## src/mem_port_map.vh

```
// register offsets, field positions, reset values and timing counts for the memory port
// assumes a 32-bit apb bus with byte addresses and one aligned word per register
`ifndef MEM_PORT_MAP_VH
`define MEM_PORT_MAP_VH

// ==========================================================================
// register offsets (byte addresses)
`define OFS_CTRL            8'h00
`define OFS_STATUS          8'h04
`define OFS_ISSUED          8'h08

// ==========================================================================
// control register fields
`define CTRL_ENABLE_BIT     0
`define CTRL_HOLD_LSB       1
`define CTRL_WDD_LSB        4
`define CTRL_BURST_LSB      8
`define CTRL_MERGE_BIT      12

// ==========================================================================
// control register reset values
`define RST_ENABLE          1'h1
`define RST_HOLD            2'h2
`define RST_WDD             2'h2
`define RST_BURST_CODE      2'h1
`define RST_MERGE           1'h0

// ==========================================================================
// status register fields
`define STAT_HOLD_BIT       0
`define STAT_DATA_BIT       1
`define STAT_BANK_BIT       2
`define STAT_ROW_BIT        3
`define STAT_WAIT_BIT       4

// ==========================================================================
// timing: shortest hold window in cycles, for a hold setting of zero
`define HOLD_BASE_CYCLES    4'h2
// number of in-flight write slots, covers the longest write-data delay
`define SLOT_COUNT          4

`endif

```

## src/mem_port_autohold_flow_control.v

```verilog
// write side of the memory port: address issue, write-data beats and autohold spacing
// assumes the soft controller and the requester share sys_clk; apb slave with no wait states
//
// Added by the designer: the address map and the APB register port.
`include "mem_port_map.vh"

// Notes on behaviour
// - hold setting picks window length: 2'b00 two cycles, 2'b10 four cycles.
// - first write beat appears write-data-delay cycles after address valid.
// - one beat per cycle, consecutive, beat count equals configured burst length.
// - address with bank or row conflict opens an autohold window.
// - ready held through hold: next address after hold plus burst cycles.
// - hold setting zero: conflicted transactions spaced two plus burst cycles while ready stays high.
// - while controller ready is low no new transaction is issued.
// - with merge enabled, any partial byte-enable beat opens an autohold window.
// - byte enable width is data width over eight, four bits at 32 bits.
// - same-bank and same-row flags compare address with previous transaction.
module mem_port_autohold_flow_control #(
	parameter DW        = 128,                 // write data width
	parameter AW        = 32,                  // address width
	parameter MAXB      = 4,                   // longest burst, in beats
	parameter BANK_LSB  = 10,                  // lowest bank address bit
	parameter BANK_BITS = 3,                   // bank field width
	parameter ROW_LSB   = 13,                  // lowest row address bit
	parameter ROW_BITS  = 14                   // row field width
) (
	input  wire                 sys_clk,                // port clock
	input  wire                 reset,                  // async reset, active high
	// apb slave
	input  wire                 psel,                   // slave select
	input  wire                 penable,                // access phase
	input  wire                 pwrite,                 // write when high
	input  wire [7:0]           paddr,                  // byte address
	input  wire [31:0]          pwdata,                 // write data
	output wire                 pready,                 // always ready
	output reg  [31:0]          prdata,                 // read data
	output wire                 pslverr,                // unmapped address
	// requester side
	input  wire                 req_valid,              // transaction offered
	output wire                 req_ready,              // transaction taken this cycle
	input  wire [AW-1:0]        req_addr,               // transaction address
	input  wire [DW*MAXB-1:0]   req_data,               // all beats, beat 0 lowest
	input  wire [DW/8*MAXB-1:0] req_be,                 // all byte enables, beat 0 lowest
	// soft controller side
	input  wire                 ctrl_ready_to_accept,   // controller can take a transaction
	output reg                  port_address_valid,     // address strobe
	output reg  [AW-1:0]        port_address,           // address
	output reg                  same_bank_flag,         // same bank as previous
	output reg                  same_row_flag,          // same row as previous
	output reg  [DW-1:0]        port_write_data,        // write beat
	output reg                  port_write_data_valid,  // write beat valid
	output reg  [DW/8-1:0]      port_byte_enables,      // byte enables of beat
	output wire                 port_hold_active        // autohold window open
);

	localparam BW = DW / 8;
	localparam [BW-1:0] BE_FULL = {BW{1'b1}};

	// ==========================================================================
	// functions

	function [3:0] hold_cycles;
		input [1:0] setting;
		begin
			hold_cycles = `HOLD_BASE_CYCLES + {2'h0, setting};
		end
	endfunction

	// any beat within the burst that leaves a byte unwritten
	function partial_write;
		input [BW*MAXB-1:0] be;
		input [2:0]         len;
		integer i;
		begin
			partial_write = 1'b0;
			for (i = 0; i < MAXB; i = i + 1)
			begin
				if ((i < len) && (be[i*BW +: BW] != BE_FULL))
					partial_write = 1'b1;
			end
		end
	endfunction

	// ==========================================================================
	// control registers

	reg         enable_reg;
	reg  [1:0]  hold_reg;
	reg  [1:0]  wdd_reg;
	reg  [1:0]  burst_code_reg;
	reg         merge_reg;
	reg  [31:0] issued_reg;

	wire [2:0]  burst_len = {1'b0, burst_code_reg} + 3'h1;
	wire        apb_write = psel & penable & pwrite;
	wire        addr_ok   = (paddr == `OFS_CTRL) || (paddr == `OFS_STATUS) ||
	                        (paddr == `OFS_ISSUED);

	assign pready  = 1'b1;
	assign pslverr = psel & penable & ~addr_ok;

	always @(posedge sys_clk or posedge reset)
	begin
		if (reset)
		begin
			enable_reg     <= `RST_ENABLE;
			hold_reg       <= `RST_HOLD;
			wdd_reg        <= `RST_WDD;
			burst_code_reg <= `RST_BURST_CODE;
			merge_reg      <= `RST_MERGE;
		end
		else if (apb_write && (paddr == `OFS_CTRL))
		begin
			enable_reg     <= pwdata[`CTRL_ENABLE_BIT];
			hold_reg       <= pwdata[`CTRL_HOLD_LSB +: 2];
			wdd_reg        <= pwdata[`CTRL_WDD_LSB +: 2];
			burst_code_reg <= pwdata[`CTRL_BURST_LSB +: 2];
			merge_reg      <= pwdata[`CTRL_MERGE_BIT];
		end
	end

	// ==========================================================================
	// issue control

	reg  [3:0]    gap_reg;
	reg           hold_open_reg;
	reg  [AW-1:0] prev_addr_reg;
	reg           have_prev_reg;
	reg  [1:0]    wr_ptr_reg;
	reg  [1:0]    rd_ptr_reg;

	wire bank_hit = have_prev_reg &&
	                (req_addr[BANK_LSB +: BANK_BITS] == prev_addr_reg[BANK_LSB +: BANK_BITS]);
	wire row_hit  = have_prev_reg &&
	                (req_addr[ROW_LSB +: ROW_BITS] == prev_addr_reg[ROW_LSB +: ROW_BITS]);
	wire part_hit = merge_reg && partial_write(req_be, burst_len);
	wire autohold = bank_hit | row_hit | part_hit;

	// ready is sampled as the address would go out
	wire issue = enable_reg & req_valid & ctrl_ready_to_accept & (gap_reg == 4'h0);

	assign req_ready        = issue;
	assign port_hold_active = hold_open_reg;

	always @(posedge sys_clk or posedge reset)
	begin
		if (reset)
		begin
			gap_reg            <= 4'h0;
			hold_open_reg      <= 1'b0;
			prev_addr_reg      <= {AW{1'b0}};
			have_prev_reg      <= 1'b0;
			port_address_valid <= 1'b0;
			port_address       <= {AW{1'b0}};
			same_bank_flag     <= 1'b0;
			same_row_flag      <= 1'b0;
			issued_reg         <= 32'h0;
		end
		else
		begin
			port_address_valid <= issue;
			if (issue)
			begin
				port_address   <= req_addr;
				// flags compare with the previous transaction
				same_bank_flag <= bank_hit;
				same_row_flag  <= row_hit;
				prev_addr_reg  <= req_addr;
				have_prev_reg  <= 1'b1;
				issued_reg     <= issued_reg + 32'h1;
				hold_open_reg  <= autohold;
				// conflict or partial write widens the spacing
				// partial write counts only with merge enabled
				// spacing is hold plus burst when ready stays high
				// hold setting zero still adds two cycles
				// counted from the address cycle itself
				if (autohold)
					gap_reg <= hold_cycles(hold_reg) + {1'b0, burst_len} - 4'h1;
				else
					gap_reg <= {1'b0, burst_len} - 4'h1;
			end
			else if (gap_reg != 4'h0)
			begin
				gap_reg <= gap_reg - 4'h1;
			end
			else
			begin
				hold_open_reg <= 1'b0;
			end
		end
	end

	// ==========================================================================
	// in-flight write slots
	// issue spacing of a full burst bounds the slots in use by delay plus one

	reg [DW*MAXB-1:0] slot_data [0:`SLOT_COUNT-1];
	reg [BW*MAXB-1:0] slot_be   [0:`SLOT_COUNT-1];

	always @(posedge sys_clk)
	begin
		if (issue)
		begin
			slot_data[wr_ptr_reg] <= req_data;
			slot_be[wr_ptr_reg]   <= req_be;
		end
	end

	// ==========================================================================
	// write data beats

	reg  [2:0] start_pipe_reg;
	reg        active_reg;
	reg  [1:0] beat_reg;

	// data starts write-data-delay cycles after the address strobe
	wire start_now = (wdd_reg == 2'h0) ? issue : start_pipe_reg[wdd_reg - 2'h1];
	wire beat_go   = start_now | active_reg;
	wire [1:0] cur_beat = active_reg ? beat_reg : 2'h0;
	wire last_beat = ({1'b0, cur_beat} == (burst_len - 3'h1));

	always @(posedge sys_clk or posedge reset)
	begin
		if (reset)
		begin
			start_pipe_reg        <= 3'h0;
			active_reg            <= 1'b0;
			beat_reg              <= 2'h0;
			wr_ptr_reg            <= 2'h0;
			rd_ptr_reg            <= 2'h0;
			port_write_data       <= {DW{1'b0}};
			port_write_data_valid <= 1'b0;
			port_byte_enables     <= {BW{1'b0}};
		end
		else
		begin
			start_pipe_reg        <= {start_pipe_reg[1:0], issue};
			port_write_data_valid <= beat_go;
			if (issue)
				wr_ptr_reg <= wr_ptr_reg + 2'h1;
			if (beat_go)
			begin
				// one beat per cycle until the burst length is reached
				// byte enables are one bit per data byte
				port_write_data   <= slot_data[rd_ptr_reg][cur_beat*DW +: DW];
				port_byte_enables <= slot_be[rd_ptr_reg][cur_beat*BW +: BW];
				if (last_beat)
				begin
					active_reg <= 1'b0;
					beat_reg   <= 2'h0;
					rd_ptr_reg <= rd_ptr_reg + 2'h1;
				end
				else
				begin
					active_reg <= 1'b1;
					beat_reg   <= cur_beat + 2'h1;
				end
			end
			else
			begin
				port_byte_enables <= {BW{1'b0}};
			end
		end
	end

	// ==========================================================================
	// apb read data, captured in the setup phase so the access phase sees it

	reg [31:0] read_mux;

	always @*
	begin
		read_mux = 32'h0;
		case (paddr)
			`OFS_CTRL:
			begin
				read_mux[`CTRL_ENABLE_BIT]      = enable_reg;
				read_mux[`CTRL_HOLD_LSB +: 2]   = hold_reg;
				read_mux[`CTRL_WDD_LSB +: 2]    = wdd_reg;
				read_mux[`CTRL_BURST_LSB +: 2]  = burst_code_reg;
				read_mux[`CTRL_MERGE_BIT]       = merge_reg;
			end
			`OFS_STATUS:
			begin
				read_mux[`STAT_HOLD_BIT] = hold_open_reg;
				read_mux[`STAT_DATA_BIT] = active_reg | (start_pipe_reg != 3'h0);
				read_mux[`STAT_BANK_BIT] = same_bank_flag;
				read_mux[`STAT_ROW_BIT]  = same_row_flag;
				read_mux[`STAT_WAIT_BIT] = req_valid & ~ctrl_ready_to_accept;
			end
			`OFS_ISSUED:
				read_mux = issued_reg;
			default:
				read_mux = 32'h0;
		endcase
	end

	always @(posedge sys_clk or posedge reset)
	begin
		if (reset)
			prdata <= 32'h0;
		else if (psel && !penable)
			prdata <= read_mux;
	end

endmodule // mem_port_autohold_flow_control

```

## config.mk

```make
export PLATFORM = sky130hd
export DESIGN_NAME = mem_port_autohold_flow_control
export DESIGN_NICKNAME = d
export VERILOG_FILES = /design/src/mem_port_autohold_flow_control.v
export VERILOG_INCLUDE_DIRS = /design/src
export SDC_FILE = /design/constraint.sdc
export NUM_CORES = 2
export LEC_CHECK = 0
export BUFFER_PORTS_ARGS = -buffer_cell sky130_fd_sc_hd__buf_2
export CORE_ASPECT_RATIO = 1.5
export CORE_UTILIZATION = 50
export DETAILED_ROUTE_END_ITERATION = 8
export GPL_ROUTABILITY_DRIVEN = 0
export GPL_TIMING_DRIVEN = 1
export MAX_ROUTING_LAYER = met4
export PLACE_DENSITY_LB_ADDON = 0.2
export SLEW_MARGIN = 30
export SYNTH_ARGS = -nofsm -noshare
export SYNTH_HDL_FRONTEND = slang
export SYNTH_SLANG_ARGS = --single-unit
```

## constraint.sdc

```tcl
create_clock -name sys_clk -period 27.8 [get_ports sys_clk]
set_clock_uncertainty 0.1 [all_clocks]
set_input_delay 1.39 -clock sys_clk [delete_from_list [all_inputs] [get_ports sys_clk]]
set_output_delay 1.39 -clock sys_clk [all_outputs]
set_load 0.1 [all_outputs]
```

==> flow_summary.toml <==
[timing]
fin_crit_sh_pct = 18.4
max_slew_margin_pct = 22.2
setup_violations = 0
slew_viol_final = 0
tightestPinTransition_ns = 1.17
min_period_ns = 5.11
max_freq_ghz = 0.196
fin_tns_setup_ns = 0
rsz0062_at_grt = "false"
hold_violations = 0

[detailed_routing]
drt_iter0_drc = 4107
drc = 0
met2_length_um = 112000
wl_met3_um = 23900
wl_met1_um = 89000
top_layer_used = "met4"
vias = 47800
vias_per_cell = 5.85
firstDrtPassIters = 5
antenna_left = 0
wl_per_cell_um = 28.4
wl_um = 232000

[final_layout]
syn_to_final_growth_pct = 15.7
nNetsFinal = 6013
final_area_sq_um = 111000
largest-register = "slot_data"
largest_reg_flops = 2048
top_regs = "slot_data (2048), slot_be (256), port_write_data (128)"
final_cell_mix = "edfxtp_1 (2304), buf_2 (845), mux4_2 (576)"
drive_above_1_share_pct = 34.1
layout_commonest_cell = "edfxtp_1"

[cts]
clk_pin_slew_ns = 0.07
cts_buffers = 235
cts_tree = "yes"
root_buffer = "clkbuf_16"
ctsHoldBuffers = 0
post_cts_resized = 0
cts.sinks = 2571
clock_latency_ns = 0.85
cts_setup_buffers = 0
cts_max_level = 4
clk_path_buf_depth = 4

[yosys]
synth_compound_area_share_pct = 3.61
synth_area_sq_um = 96300
syn_avg_cell_area_sq_um = 21.8
synth_edf_count = 2304
synthMuxAreaShare_pct = 13.6
synth_nets = 5089
async_flop_share_pct = 10.4
synth-simple-area-share_pct = 2.03
synth_xor_area_share_pct = 0.509
synth-seq-cells = 2571
ys_warn_count = 0
synth_top_family_by_area = "multiplexers"
yosys.area_share.adder_pct = 0.190
ys_seq_area_share_pct = 78.8
yosysUniqueCellTypes = 55
ys.flop_type = "edfxtp_1"
syn-instance-count = 4420

[hold_path]
hold_depth = 0
hold_path_class = "register to register"
worstHoldEndpoint = "start_pipe_reg[2]"
min-delay-start = "start_pipe_reg[1]"

[worst_setup_path]
r2r_end = "port_write_data[57]"
crit_family = "buffers and inverters"
cp_max_fo = 75
crit_top_cell = "buf_4"
cp_cell_sequence = "buf_12 > buf_4 > buf_4 > buf_6 > mux4_2 > a22o_1 > a221oi_1 > o21ai_1"
r2r.worst_path.cells = 8
slowest_stage = "dfrtp_4"
cp-start-kind = "register"
worst-path-buf-inv = 4
end_kind = "register"
cp.arrival_ns = 5.72
critical-path-max-stage-delay_ns = 0.95
required_ns = 28.40
crit_type = "register to register"
r2r_setup_slack_ns = 22.69
timing.rr.start = "rd_ptr_reg[0]"

[power]
powerDensity_nw_per_um2 = 86.2
power_leakage_nw = 37.8
ir_drop_mv = 0.0733

[run]
maxCapViolations = 0

[grt]
grt_use_total_pct = 24.5
grt_max_degree = 142
antenna_found_initial = 190
grt_overflow = 0
grt_pass1_vias = 49500
grt_pass1_wl_um = 336000

[floorplanning]
num_io_pins = 871
fp.dieArea_sq_um = 194000
fp-row-count = 196
die_w_um = 360
initial_core_util_pct = 50.5
design.core.area_sq_um = 191000
die_h_um = 539

[status]
outcome = "finished clean"

[placed_design]
dpl-instance-area_sq_um = 103000
io_buffers = 845
dp_hpwl_um = 143000
==> final cells by class <==
cell class,instances,area [sq um]
Timing Repair Buffer,932,5210
Inverter,18,75.1
Multi-Input combinational cell,1586,19300
Sequential cell,2571,75900
Clock inverter,98,953
Tap cell,2475,3100
Antenna cell,155,388
Fill cell,14000,79400
Clock buffer,333,6560
==> cells by family (layout without fill, tap and decap cells) <==
family,count (synthesis),after routing
mux,589,589
other cells,1,156
xor+xnor,56,56
fa+ha+maj,14,14
simple gates,444,444
buf+inv,263,1381
flops,2571,2571
compound gates,482,482
==> worst register-to-register path: cells and delay by family (launching register included) <==
| family | cells | cell delay (ns) |
|---|---|---|
| AOI/OAI and AO/OA | 3 | 0.70 |
| buffers and inverters | 4 | 2.60 |
| muxes | 1 | 0.64 |
| DFF | 1 | 0.95 |
==> per-layer routing <==
metal,track usage (%),vias up
li1,-,20500
met1,29.9,25100
met2,37.6,1725
met3,9.42,366
met4,8.02,0
met5,-,-
==> cells in the mapped netlist (all sizes together) (9+ instances only) <==
| master | n | share of area (%) |
|---|---|---|
| inv | 18 | 0.070 |
| mux4 | 576 | 13 |
| buf | 121 | 0.69 |
| o22ai | 33 | 0.21 |
| nor2 | 19 | 0.082 |
| ha | 13 | 0.17 |
| nor3 | 24 | 0.14 |
| nor4 | 14 | 0.097 |
| xnor2 | 37 | 0.34 |
| a221oi | 129 | 1.2 |
| edfxtp | 2304 | 72 |
| o21ai | 173 | 0.90 |
| a22o | 128 | 1.2 |
| clkbuf | 124 | 0.48 |
| nand2 | 319 | 1.2 |
| xor2 | 19 | 0.17 |
| and3 | 9 | 0.058 |
| nand4 | 30 | 0.21 |
| mux2 | 10 | 0.12 |
| dfrtp | 263 | 6.8 |
| nand3 | 14 | 0.073 |
==> where the power goes <==
part / switching, mW / total [mW] / leakage (nW) / internal [mW]
clock: 1.38 / 3.16 / 3.69 / 1.78
combinational: 1.29 / 2.09 / 9.82 / 0.802
sequential: 0.0697 / 4.36 / 24.3 / 4.29
total: 2.73 / 9.61 / 37.8 / 6.87
==> through the flow <==
step / cells / hold slack [ns] / power [mW] / worst slack, ns / util (%)
6_report: 8168 / 0.300 / 9.61 / 22.69 / 58.4
3_3_place_gp: 7571 / 0.278 / 6.54 / 21.18 / 54.1
2_1_floorplan: 4420 / 0.267 / 6.09 / 11.96 / -
5_1_grt: 8151 / 0.309 / 9.94 / 22.06 / 58.4
4_1_cts: 8006 / 0.299 / 9.70 / 22.03 / 58.1
3_5_place_dp: 7575 / 0.286 / 6.55 / 21.19 / 54.2
==> worst max-delay path by stage <==
stage	start	end	slack, ns	depth (start not counted)
after global placement	ctrl_ready_to_accept	slot_data[1][238]	21.18	7
after global routing	rd_ptr_reg[0]	port_write_data[57]	22.06	8
final	rd_ptr_reg[0]	port_write_data[57]	22.69	8
after detailed placement	req_valid	slot_data[1][238]	21.19	7
after CTS	gap_reg[0]	slot_data[1][482]	22.03	8
after floorplan	ctrl_ready_to_accept	slot_be[0][0]	11.96	3
No activity file was read; power rests on OpenSTA's default activity.
